File: src/rwie_pkg.sv
package rwie_pkg;
	// ----------------------------------------
	// reset sequencing
	// ----------------------------------------
	localparam logic [5:0]  RST_DRIVE_CYC  = 6'h22;
	localparam logic [5:0]  RST_SAMPLE_CYC = 6'h26;
	localparam logic [15:0] VEC_RESET      = 16'hFFFE;
	localparam logic [15:0] SP_RESET       = 16'h00FF;
	localparam int          CCR_I          = 3;
	localparam logic [7:0]  CCR_RESET      = 8'h08;
	localparam logic [15:0] IRQ_VEC_TOP    = 16'hFFFC;
	localparam int          IRQ_N          = 4;
	localparam int          WD_LONG_EXP    = 18;
	localparam int          WD_SHORT_EXP   = 13;
	localparam logic [2:0]  PUSH_LAST      = 3'h4;
	localparam logic [2:0]  VEC_LAST       = 3'h1;
	localparam logic [2:0]  FILL_LAST      = 3'h2;
	// ----------------------------------------
	// register map
	// ----------------------------------------
	localparam logic [7:0]  ADDR_SRS   = 8'h00;
	localparam logic [7:0]  ADDR_SYSTEM_OPTIONS_REG  = 8'h04;
	localparam logic [7:0]  ADDR_IFLAG = 8'h08;
	localparam logic [7:0]  ADDR_IEN   = 8'h0C;
	localparam int          SRS_POR    = 7;
	localparam int          SRS_PIN    = 6;
	localparam int          SRS_WD     = 5;
	localparam int          SRS_ILLOP  = 4;
	localparam int          SRS_CLK    = 2;
	localparam int          SRS_LVD    = 1;
	localparam int          SYSTEM_OPTIONS_REG_EN    = 0;
	localparam int          SYSTEM_OPTIONS_REG_TSEL  = 1;
	localparam int          SYSTEM_OPTIONS_REG_LOCK  = 2;
	localparam logic [2:0]  SYSTEM_OPTIONS_REG_RESET = 3'h3;
	localparam logic [1:0]  RESP_OKAY  = 2'h0;
	localparam logic [1:0]  RESP_SLVERR = 2'h2;

	typedef enum logic [2:0] {S_DRIVE, S_SETTLE, S_VEC, S_FILL, S_RUN, S_PUSH, S_POP} rwie_state_e;

	// high index register deliberately absent
	typedef struct packed {
		logic [15:0] pc;
		logic [15:0] sp;
		logic [7:0]  x;
		logic [7:0]  a;
		logic [7:0]  condition_code_reg;
	} rwie_cpu_regs_s;
endpackage

File: src/rwie_top.sv
// Added by the designer: the AXI4-Lite slave port and the register addresses.
`timescale 1ns/1ps
// Contract
// - reset loads pc from top vector, clears registers
// - reset sets global interrupt mask
// - reset forces stack pointer to fixed value
// - reset disables peripherals, pins default inputs
// - each non-debug reset source sets status bit
// - reset switches clock generator to self mode
// - drive reset pin low 34 cycles, release
// - sample pin 38 cycles later, low means pin
// - expired enabled watchdog forces system reset
// - write to status address restarts watchdog only
// - watchdog enabled after every reset
// - enable bit in write-once options register
// - timeout select chooses long or short period
// - watchdog frozen during background debug
// - event sets flag; request needs enable, unmasked
// - current instruction finishes before interrupt entry
// - entry stacks, masks, fetches vector, fills queue
// - push pcl, pch, x, a, ccr downward
// - stacked pc is next instruction address
// - return pops reverse, refills three bytes
// - high index register never stacked
// - status register shows latest reset cause
module rwie_top #(
	parameter int unsigned WD_LONG_CYC  = 1 << rwie_pkg::WD_LONG_EXP,
	parameter int unsigned WD_SHORT_CYC = 1 << rwie_pkg::WD_SHORT_EXP
) (
	input  wire logic                         i_ref_clk,
	input  wire logic                         i_sys_rst,
	input  wire logic                         i_awvalid,
	output logic                              o_awready,
	input  wire logic [7:0]                   i_awaddr,
	input  wire logic                         i_wvalid,
	output logic                              o_wready,
	input  wire logic [31:0]                  i_wdata,
	input  wire logic [3:0]                   i_wstrb,
	output logic                              o_bvalid,
	input  wire logic                         i_bready,
	output logic [1:0]                        o_bresp,
	input  wire logic                         i_arvalid,
	output logic                              o_arready,
	input  wire logic [7:0]                   i_araddr,
	output logic                              o_rvalid,
	input  wire logic                         i_rready,
	output logic [31:0]                       o_rdata,
	output logic [1:0]                        o_rresp,
	input  wire logic                         i_lvd_rst,
	input  wire logic                         i_illop_rst,
	input  wire logic                         i_clk_loss_rst,
	input  wire logic                         i_dbg_rst,
	input  wire logic                         i_bdm_active,
	input  wire logic                         i_rst_pin,
	output logic                              o_rst_pin_o,
	output logic                              o_rst_pin_oe,
	output logic                              o_core_rst,
	output logic                              o_clk_self_mode,
	output logic                              o_io_default,
	input  wire logic [rwie_pkg::IRQ_N-1:0]   i_irq_evt,
	input  wire rwie_pkg::rwie_cpu_regs_s     i_cpu_regs,
	input  wire logic                         i_instr_done,
	input  wire logic                         i_rti_req,
	output rwie_pkg::rwie_cpu_regs_s          o_cpu_regs,
	output logic                              o_cpu_load,
	output logic                              o_cpu_hold,
	output logic [15:0]                       o_mem_addr,
	output logic                              o_mem_re,
	output logic                              o_mem_we,
	output logic [7:0]                        o_mem_wdata,
	input  wire logic [7:0]                   i_mem_rdata,
	output logic [7:0]                        o_queue_byte,
	output logic                              o_queue_wr
);
	import rwie_pkg::*;

	function automatic logic [15:0] addr_off(input logic [15:0] base, input logic [2:0] off);
		addr_off = base + {13'h0, off};
	endfunction

	function automatic logic [1:0] top_idx(input logic [IRQ_N-1:0] p);
		top_idx = 2'h0;
		for (int k = 0; k < IRQ_N; k++) begin
			if (p[k]) begin
				top_idx = 2'(k);
			end
		end
	endfunction

	function automatic logic [7:0] push_byte(input rwie_cpu_regs_s r, input logic [2:0] s);
		unique case (s)
			3'h0: push_byte = r.pc[7:0];
			3'h1: push_byte = r.pc[15:8];
			3'h2: push_byte = r.x;
			3'h3: push_byte = r.a;
			default: push_byte = r.condition_code_reg;
		endcase
	endfunction

	rwie_state_e     st_q;
	rwie_cpu_regs_s  regs_q, cpu_out_q;
	logic [5:0]      cnt_q;
	logic [2:0]      step_q;
	logic            ph_q;
	logic [15:0]     vaddr_q, mem_addr_q;
	logic [7:0]      wdata_q, qbyte_q, srs_q;
	logic            re_q, we_q, qwr_q, load_q, hold_q;
	logic            pin_oe_q, pin_o_q, core_rst_q, self_q, iodef_q;
	logic [2:0]      system_options_reg_q;
	logic [IRQ_N-1:0] flag_q, ien_q;
	logic            irq_req_q;
	logic [17:0]     wd_cnt_q;
	logic            aw_rdy_q, bvalid_q, ar_rdy_q, rvalid_q;
	logic [1:0]      bresp_q, rresp_q;
	logic [31:0]     rdata_q;
	logic            wd_fire, rst_go, go_irq, wr_fire, srs_wr, sample_pt, wd_run;
	logic [17:0]     wd_last;

	// ----------------------------------------
	// reset entry and watchdog
	// ----------------------------------------
	assign wr_fire   = aw_rdy_q;
	assign srs_wr    = wr_fire && i_awaddr == ADDR_SRS;
	assign sample_pt = st_q == S_SETTLE && cnt_q == RST_SAMPLE_CYC - 6'h01;
	assign wd_last   = system_options_reg_q[SYSTEM_OPTIONS_REG_TSEL] ? 18'(WD_LONG_CYC - 1) : 18'(WD_SHORT_CYC - 1);
	assign wd_run    = system_options_reg_q[SYSTEM_OPTIONS_REG_EN] && !i_bdm_active && !core_rst_q;
	assign wd_fire   = wd_run && wd_cnt_q == wd_last;
	// sources are ignored while a reset sequence is already running
	assign rst_go = !core_rst_q && (wd_fire || i_lvd_rst || i_illop_rst || i_clk_loss_rst || i_dbg_rst || !i_rst_pin);
	assign go_irq = st_q == S_RUN && !rst_go && !i_rti_req && i_instr_done && irq_req_q;

	always_ff @(posedge i_ref_clk) begin
		if (i_sys_rst || core_rst_q || srs_wr) begin
			wd_cnt_q <= 18'h0;
		end else if (wd_run) begin
			wd_cnt_q <= wd_cnt_q + 18'h1;
		end
	end

	always_ff @(posedge i_ref_clk) begin
		if (i_sys_rst) begin
			srs_q <= 8'(1 << SRS_POR);
		end else if (rst_go) begin
			// latest reset replaces older causes; debug reset leaves none
			srs_q <= 8'h00;
			srs_q[SRS_WD]    <= wd_fire;
			srs_q[SRS_LVD]   <= i_lvd_rst;
			srs_q[SRS_ILLOP] <= i_illop_rst;
			srs_q[SRS_CLK]   <= i_clk_loss_rst;
		end else if (sample_pt && !i_rst_pin) begin
			srs_q[SRS_PIN] <= 1'b1;
		end
	end

	always_ff @(posedge i_ref_clk) begin
		if (i_sys_rst || rst_go) begin
			system_options_reg_q <= SYSTEM_OPTIONS_REG_RESET;
		end else if (wr_fire && i_awaddr == ADDR_SYSTEM_OPTIONS_REG && i_wstrb[0] && !system_options_reg_q[SYSTEM_OPTIONS_REG_LOCK]) begin
			system_options_reg_q <= {1'b1, i_wdata[SYSTEM_OPTIONS_REG_TSEL], i_wdata[SYSTEM_OPTIONS_REG_EN]};
		end
	end

	// ----------------------------------------
	// interrupt flags and qualification
	// ----------------------------------------
	always_ff @(posedge i_ref_clk) begin
		if (i_sys_rst || rst_go) begin
			flag_q <= '0;
			ien_q  <= '0;
		end else begin
			// a new event beats a same-cycle clear
			if (wr_fire && i_awaddr == ADDR_IFLAG && i_wstrb[0]) begin
				flag_q <= (flag_q & ~i_wdata[IRQ_N-1:0]) | i_irq_evt;
			end else begin
				flag_q <= flag_q | i_irq_evt;
			end
			if (wr_fire && i_awaddr == ADDR_IEN && i_wstrb[0]) begin
				ien_q <= i_wdata[IRQ_N-1:0];
			end
		end
	end

	always_ff @(posedge i_ref_clk) begin
		if (i_sys_rst) begin
			irq_req_q <= 1'b0;
		end else begin
			irq_req_q <= |(flag_q & ien_q) && !i_cpu_regs.condition_code_reg[CCR_I] && !go_irq;
		end
	end

	// ----------------------------------------
	// sequencer
	// ----------------------------------------
	always_ff @(posedge i_ref_clk) begin
		if (i_sys_rst) begin
			st_q <= S_DRIVE;
			cnt_q <= 6'h00;
			step_q <= 3'h0;
			ph_q <= 1'b0;
			regs_q <= '0;
			cpu_out_q <= '0;
			vaddr_q <= VEC_RESET;
			mem_addr_q <= 16'h0000;
			wdata_q <= 8'h00;
			qbyte_q <= 8'h00;
			re_q <= 1'b0;
			we_q <= 1'b0;
			qwr_q <= 1'b0;
			load_q <= 1'b0;
			hold_q <= 1'b1;
			pin_oe_q <= 1'b1;
			core_rst_q <= 1'b1;
			self_q <= 1'b1;
			iodef_q <= 1'b1;
		end else begin
			re_q <= 1'b0;
			we_q <= 1'b0;
			qwr_q <= 1'b0;
			load_q <= 1'b0;
			if (rst_go) begin
				st_q <= S_DRIVE;
				cnt_q <= 6'h00;
				pin_oe_q <= 1'b1;
				core_rst_q <= 1'b1;
				self_q <= 1'b1;
				iodef_q <= 1'b1;
				hold_q <= 1'b1;
			end else begin
				unique case (st_q)
					S_RUN: begin
						if (i_rti_req) begin
							st_q <= S_POP;
							regs_q <= i_cpu_regs;
							step_q <= 3'h0;
							ph_q <= 1'b0;
							hold_q <= 1'b1;
						end else if (go_irq) begin
							st_q <= S_PUSH;
							regs_q <= i_cpu_regs;
							step_q <= 3'h0;
							hold_q <= 1'b1;
							vaddr_q <= IRQ_VEC_TOP - {13'h0, top_idx(flag_q & ien_q), 1'b0};
						end
					end
					S_DRIVE: begin
						cnt_q <= cnt_q + 6'h01;
						if (cnt_q == RST_DRIVE_CYC - 6'h01) begin
							pin_oe_q <= 1'b0;
							st_q <= S_SETTLE;
							cnt_q <= 6'h00;
						end
					end
					S_SETTLE: begin
						cnt_q <= cnt_q + 6'h01;
						if (sample_pt) begin
							st_q <= S_VEC;
							step_q <= 3'h0;
							ph_q <= 1'b0;
							vaddr_q <= VEC_RESET;
							regs_q <= '0;
							regs_q.sp <= SP_RESET;
							regs_q.condition_code_reg <= CCR_RESET;
						end
					end
					S_PUSH: begin
						we_q <= 1'b1;
						mem_addr_q <= regs_q.sp;
						wdata_q <= push_byte(regs_q, step_q);
						regs_q.sp <= regs_q.sp - 16'h0001;
						step_q <= step_q + 3'h1;
						if (step_q == PUSH_LAST) begin
							regs_q.condition_code_reg[CCR_I] <= 1'b1;
							st_q <= S_VEC;
							step_q <= 3'h0;
							ph_q <= 1'b0;
						end
					end
					S_VEC: begin
						ph_q <= !ph_q;
						if (!ph_q) begin
							re_q <= 1'b1;
							mem_addr_q <= addr_off(vaddr_q, step_q);
						end else begin
							step_q <= step_q + 3'h1;
							if (step_q == VEC_LAST) begin
								regs_q.pc[7:0] <= i_mem_rdata;
								st_q <= S_FILL;
								step_q <= 3'h0;
							end else begin
								regs_q.pc[15:8] <= i_mem_rdata;
							end
						end
					end
					S_FILL: begin
						ph_q <= !ph_q;
						if (!ph_q) begin
							re_q <= 1'b1;
							mem_addr_q <= addr_off(regs_q.pc, step_q);
						end else begin
							qbyte_q <= i_mem_rdata;
							qwr_q <= 1'b1;
							step_q <= step_q + 3'h1;
							if (step_q == FILL_LAST) begin
								st_q <= S_RUN;
								load_q <= 1'b1;
								cpu_out_q <= regs_q;
								hold_q <= 1'b0;
								core_rst_q <= 1'b0;
								self_q <= 1'b0;
								iodef_q <= 1'b0;
							end
						end
					end
					S_POP: begin
						ph_q <= !ph_q;
						if (!ph_q) begin
							re_q <= 1'b1;
							mem_addr_q <= addr_off(regs_q.sp, 3'h1);
						end else begin
							regs_q.sp <= regs_q.sp + 16'h0001;
							step_q <= step_q + 3'h1;
							unique case (step_q)
								3'h0: regs_q.condition_code_reg <= i_mem_rdata;
								3'h1: regs_q.a <= i_mem_rdata;
								3'h2: regs_q.x <= i_mem_rdata;
								3'h3: regs_q.pc[15:8] <= i_mem_rdata;
								default: begin
									regs_q.pc[7:0] <= i_mem_rdata;
									st_q <= S_FILL;
									step_q <= 3'h0;
								end
							endcase
						end
					end
				endcase
			end
		end
	end

	// ----------------------------------------
	// register bus
	// ----------------------------------------
	always_ff @(posedge i_ref_clk) begin
		if (i_sys_rst) begin
			aw_rdy_q <= 1'b0;
			bvalid_q <= 1'b0;
			bresp_q <= RESP_OKAY;
		end else begin
			aw_rdy_q <= !aw_rdy_q && !bvalid_q && i_awvalid && i_wvalid;
			if (wr_fire) begin
				bvalid_q <= 1'b1;
				bresp_q <= (i_awaddr == ADDR_SRS || i_awaddr == ADDR_SYSTEM_OPTIONS_REG || i_awaddr == ADDR_IFLAG
				            || i_awaddr == ADDR_IEN) ? RESP_OKAY : RESP_SLVERR;
			end else if (i_bready) begin
				bvalid_q <= 1'b0;
			end
		end
	end

	always_ff @(posedge i_ref_clk) begin
		if (i_sys_rst) begin
			ar_rdy_q <= 1'b0;
			rvalid_q <= 1'b0;
			rdata_q <= 32'h00000000;
			rresp_q <= RESP_OKAY;
		end else begin
			ar_rdy_q <= !ar_rdy_q && !rvalid_q && i_arvalid;
			if (ar_rdy_q) begin
				rvalid_q <= 1'b1;
				rresp_q <= RESP_OKAY;
				unique case (i_araddr)
					ADDR_SRS:   rdata_q <= {24'h000000, srs_q};
					ADDR_SYSTEM_OPTIONS_REG:  rdata_q <= {29'h0, system_options_reg_q};
					ADDR_IFLAG: rdata_q <= {28'h0000000, flag_q};
					ADDR_IEN:   rdata_q <= {28'h0000000, ien_q};
					default: begin
						rdata_q <= 32'h00000000;
						rresp_q <= RESP_SLVERR;
					end
				endcase
			end else if (i_rready) begin
				rvalid_q <= 1'b0;
			end
		end
	end

	// pin only ever pulls low; the level comes from the enable
	always_ff @(posedge i_ref_clk) begin
		pin_o_q <= 1'b0;
	end

	assign o_awready = aw_rdy_q;
	assign o_wready = aw_rdy_q;
	assign o_bvalid = bvalid_q;
	assign o_bresp = bresp_q;
	assign o_arready = ar_rdy_q;
	assign o_rvalid = rvalid_q;
	assign o_rdata = rdata_q;
	assign o_rresp = rresp_q;
	assign o_rst_pin_o = pin_o_q;
	assign o_rst_pin_oe = pin_oe_q;
	assign o_core_rst = core_rst_q;
	assign o_clk_self_mode = self_q;
	assign o_io_default = iodef_q;
	assign o_cpu_regs = cpu_out_q;
	assign o_cpu_load = load_q;
	assign o_cpu_hold = hold_q;
	assign o_mem_addr = mem_addr_q;
	assign o_mem_re = re_q;
	assign o_mem_we = we_q;
	assign o_mem_wdata = wdata_q;
	assign o_queue_byte = qbyte_q;
	assign o_queue_wr = qwr_q;
endmodule

File: config.mk
export PLATFORM = sky130hd
export DESIGN_NAME = rwie_top
export DESIGN_NICKNAME = d
export VERILOG_FILES = /design/src/rwie_pkg.sv /design/src/rwie_top.sv
export SDC_FILE = /design/constraint.sdc
export NUM_CORES = 1
export LEC_CHECK = 0
export BUFFER_PORTS_ARGS = -buffer_cell sky130_fd_sc_hd__buf_2
export CORE_MARGIN = 2
export CORE_UTILIZATION = 37
export CTS_CLUSTER_DIAMETER = 100
export DETAILED_ROUTE_END_ITERATION = 16
export GPL_ROUTABILITY_DRIVEN = 0
export PLACE_DENSITY = 0.68
export REMOVE_ABC_BUFFERS = 1
export SYNTH_ARGS = -nofsm -noshare
export SYNTH_HDL_FRONTEND = slang
export SYNTH_SLANG_ARGS = --single-unit
export TNS_END_PERCENT = 30
File: constraint.sdc
create_clock -name i_ref_clk -period 4.7 [get_ports i_ref_clk]
set_clock_uncertainty 0.2 [all_clocks]
set_input_delay 0.235 -clock i_ref_clk [delete_from_list [all_inputs] [get_ports i_ref_clk]]
set_output_delay 0.235 -clock i_ref_clk [all_outputs]
set_load 0.005 [all_outputs]
Yosys cells after proc, flatten, opt, wreduce, memory -nomap -nowiden --
Index checks and enable logic that the tools add are counted.
Cells by class: $add $sub $neg 8, eq/ne operators 40, muxes and demuxes 80, bitwise operators 9, reductions and logical operators 90
Operator list (number):
- 56-bit two-way mux | 4
- 16-bit case mux with 4 select lines | 3
- 16-bit two-way mux | 7
- 8-bit case mux with 4 select lines | 2
- 3-bit two-way mux | 20
- 20-bit case mux with 3 select lines | 1
- 8-bit two-way mux | 6
- 2-bit inequality test, second input constant | 18
- 16-bit by 3-bit adder with 16-bit output | 2
- 8-bit by 4-bit == test with 1-bit output, second input constant | 4
- 16-bit case mux with 2 select lines | 1
- 1-bit logical AND | 25
- 3-bit case mux with 7 select lines | 1
- 5-bit AND reduction | 4
- 18-bit by 1-bit adder with 18-bit output, second input constant | 1
- 18-bit == test | 1
- 18-bit two-way mux | 1
- 2-bit two-way mux | 9
- 3-bit case mux with 6 select lines | 1
- 6-bit AND reduction | 3
- 1-bit two-way mux | 17
- 16-bit by 1-bit adder with 16-bit output, second input constant | 1
- 8-bit by 3-bit == test with 1-bit output, second input constant | 2
- 8-bit logical NOT | 2
- other kinds (36) | 91
Storage, ports and cells: register bits after elaboration 256, word-level logic and storage cells 268

Longest topological paths before layout --
word-level depth 24, depth in mapped cells 15, depth with buffers taken out 12

Worst setup path after synthesis --
OpenSTA, ideal clock, no wires.
kind reg2reg, from reg st_q[0], to reg mem_addr_q[14], in the netlist o_mem_addr[14], setup time 0.101 ns, data arrival time 3.361 ns, slack 1.038 ns, stages on the path, launching flop included 15, path buffers 2, path through dfxtp_1 > ha_1 > clkbuf_1 > nor2b_1 > clkbuf_1 > and2_1 > ha_1 > inv_1 > fa_1 > nor2b_1 > o22ai_1 > nor3_1 > nor4b_1 > nor4_1 > o41ai_1
Between the ends: longest elaborated chain between the ends 3
RTL lines:
- start: declaration | RTL line rwie_top.sv:100 | rwie_state_e st_q;
- start signal: assignment | RTL line rwie_top.sv:196 | st_q <= S_DRIVE;
- start signal: assignment | RTL line rwie_top.sv:221 | st_q <= S_DRIVE;
- start signal: assignment | RTL line rwie_top.sv:232 | st_q <= S_POP;
- 3-bit == test / 3-bit by 2-bit == test with 1-bit output (equally long branches) | RTL line rwie_top.sv:229 | unique case (st_q)
- 4-bit nonzero test (no line) / 2-bit inequality test (equally long branches)
- 5-bit AND reduction (no line)
- end signal: assignment | RTL line rwie_top.sv:267 | mem_addr_q <= regs_q.sp;
- end signal: assignment | RTL line rwie_top.sv:282 | mem_addr_q <= addr_off(vaddr_q, step_q);
- end signal: assignment | RTL line rwie_top.sv:298 | mem_addr_q <= addr_off(regs_q.pc, step_q);
- end: declaration | RTL line rwie_top.sv:105 | logic [15:0] vaddr_q, mem_addr_q;
Parallel ways exist; a longest one is shown, timed or not. A chain may end at the register's enable or synchronous reset.

Final worst setup path --
from reg st_q[0], to reg regs_q[6] in the netlist's numbering
Between the ends: longest elaborated chain between the ends 7
RTL lines:
- 3-bit == test | RTL line rwie_top.sv:130, rwie_top.sv:229
- 1-bit logical AND (4 in a row) | RTL line rwie_top.sv:130 | assign go_irq = st_q == S_RUN && !rst_go && !i_rti_req && i_instr_done && irq_req_q;
- 3-bit inequality test (no line)
- 6-bit AND reduction (no line)
- end signal: assignment | RTL line rwie_top.sv:233 | regs_q <= i_cpu_regs;
- end signal: assignment | RTL line rwie_top.sv:239 | regs_q <= i_cpu_regs;
- end: declaration | RTL line rwie_top.sv:101 | rwie_cpu_regs_s regs_q, cpu_out_q;
Parallel ways exist; a longest one is shown, timed or not.

==> metrics.txt <==
DR vias=12170; Die Y=181.0 um; CP Data Required Time=4910 ps; Root Driver=clkbuf_16; Hold WC Path Type=in -> reg; DR vias/cell=5.832; CP Class=reg -> reg; setup bufs post-CTS=0; setup TNS=0 ps; CP arrival=4440 ps; met1 GRT Util=31.24%; clk_lat worst skew=550 ps; status=finished, final reports clean; first-pass GRT wire length=61800 um; # Max-Cap Violations=0; synthesized area per cell=8.202 um^2; DR WL/cell=19.04 um; DRT Wirelength=39730 um; final worst setup slack=469.4 ps; CTS tree=built; CP cell instances=inv_1, ha_1, buf_4, nand2b_1, nand2_1, a211oi_2, buf_4, nand3_1, a221oi_1, dlygate4sd3_1, nor3_1; met3 GRT Util=4.031%; GRT busiest layer=met2; Min Hold Slack=1.549 ps; Placement Setup Slack=684.0 ps; dpl hpwl=26610 um; cell area after layout=0.01474 mm^2; critical path endpoint category=register; Peak Freq=0.2364 GHz; Worst path slowest cell=a211oi_2; Primary FF master, synth=dfxtp_1; Rel. slew slack=31.83%; initial DRC count=1428; CTS-repair resized insts=0; Lkg Pwr=5.900 nW; Tcrit/Tclk final=90.01%; die extent in x=181.0 um; initial antenna violation count=4; most frequent cells in the layout=dfxtp_1 (217), buf_2 (214), nor2_1 (150); fillers=2933; # setup viols final=0; length in cells of the worst reg-to-reg path=11; Crit path largest cell delay=670 ps; PD cells=460.4 mW/mm^2; CTS max path bufs=3; final hold violations=0; register area share after synthesis=37.48%; startpoint types=register; NumNets Final=1823; Power Total=6.787 mW; Syn Std Cell Area=0.01159 mm^2; Worst VDD drop=0.0002835 V; largest net degree at the start of global routing=72; DRC errors left=0; Die ar.=0.03276 mm^2; Syn-to-layout area delta=27.21%; share of cells above drive strength 1=20.56%; Detailed Routing Iterations Pass 1=5; vias in the first global route=11210; FF+latch count, synth=217; final antenna-violating net count=0; synthesis warning total=0; Worst Max-Slew Pin Slew=1023 ps; Port Buf Inserts=215; clock sinks=217; fin. max-slew vios=0; starting density of the core=37.69%; Syn Inst Count=1413; number of synthesized flops with an enable pin=0; Tmin final=4231 ps; hold path cells=4; GR met2 Demand/Resource=37.14%; register area=0.004344 mm^2; remaining global-route overflow=0; Std-Cell Rows=64; commonest non-fill, non-tap cell in the layout=dfxtp_1; post-synthesis async set-or-reset flop share=0%; RSZ-0062 raised after global routing=no; multi-input logic area=0.006492 mm^2; Critical Path Most Common Cell=buf_4; CTS H-tree lvls=1; quantity of hold-fixing buffers added after cts=113; worst-path maximum fanout=25; Yosys cell types=77; gr usage total=22.98%; clock buffer count from CTS=26; clock slew at reported path FFs=60 ps; core footprint=0.03075 mm^2; IO Pins=274; Placed Area=0.01269 mm^2
through the flow:
stage	instances	util, %
4_1_cts	2084	47.92
6_report	2087	47.95
3_3_place_gp	1924	41.27
3_5_place_dp	1924	41.27
5_1_grt	2087	47.95
2_1_floorplan	1289	-
registers in the layout, summed over array words and instances, names as in the netlist, 4 cells and up:
| register | count |
|---|---|
| regs_q | 56 |
| flag_q | 4 |
| o_mem_wdata | 8 |
| o_rdata | 8 |
| o_cpu_regs | 56 |
| o_mem_addr | 16 |
| wd_cnt_q | 18 |
| cnt_q | 6 |
| o_queue_byte | 8 |
| srs_q | 6 |
| ien_q | 4 |
synth_stat cells, types with 10 or more instances:
cell type	number	share of area [%]
a221oi_1	30	2.3
a21oi_1	90	3.9
dfxtp_1	217	37
nor2b_1	17	0.92
a31o_2	38	2.9
a22oi_1	17	1.1
a211oi_1	14	0.91
o31ai_1	10	0.65
inv_1	19	0.62
buf_2	19	0.82
ha_1	18	1.9
xor2_1	17	1.3
mux2i_1	24	2.1
nor4_1	15	0.81
clkbuf_1	81	2.6
xnor2_1	12	0.91
nand3_1	52	2.2
a31oi_1	33	1.8
o21ai_0	60	2.6
and3_1	20	1.1
buf_4	30	1.9
nand2_1	123	4.0
nor4b_1	48	3.6
nor3_1	66	2.9
a31o_1	21	1.6
buf_1	11	0.36
nand2b_1	11	0.59
nand4_1	10	0.54
nor2_1	150	4.9
power by group:
part | total (mW) | internal (mW) | switching [mW]
Sequential | 2.46 | 2.09 | 0.371
Combinational | 2.18 | 0.871 | 1.30
Clock | 2.15 | 1.32 | 0.833
worst max-delay path: cells and delay by family (launching register included):
kind                     cells  cell delay (ps)
AND/OR/NAND/NOR              4              450
buffers and inverters        4             1440
flip-flops                   1              470
adder cells (fa/ha/maj)      1              570
AO/OA/AOI/OAI                2              950
per-layer routing:
metal,up-vias,share of wire [%]
li1,5712,-
met1,5788,43
met2,595,46
met3,76,8.4
met4,0,2.6
met5,-,0
area by class of cell:
type	count	area share, %
diodes	3	0.05092
clock buffers	35	4.982
clock inverters	12	1.222
inverters	23	0.5856
multi-input cells	1049	44.04
flip-flops and latches	217	29.47
well taps	396	3.361
repair buffers	352	16.29
logic make-up after synthesis:
logic type,share of synthesized area [%]
DFF,37.48
AOI/OAI and AO/OA,23.88
muxes,2.753
and+or+nand+nor,24.18
buffers and inverters,7.363
xor gates and xnor gates,2.191
adders and majority gates,2.116
other,0.03236
final timing paths:
kind	slack, ps	from	endpoint
hold reg to reg	250	o_rst_pin_oe	o_rst_pin_oe
hold / removal	2	i_cpu_regs[51]	regs_q[51]
setup reg to reg	470	st_q[0]	regs_q[6]
setup / recovery	470	st_q[0]	regs_q[6]
Power figures use the tool's default switching activity.
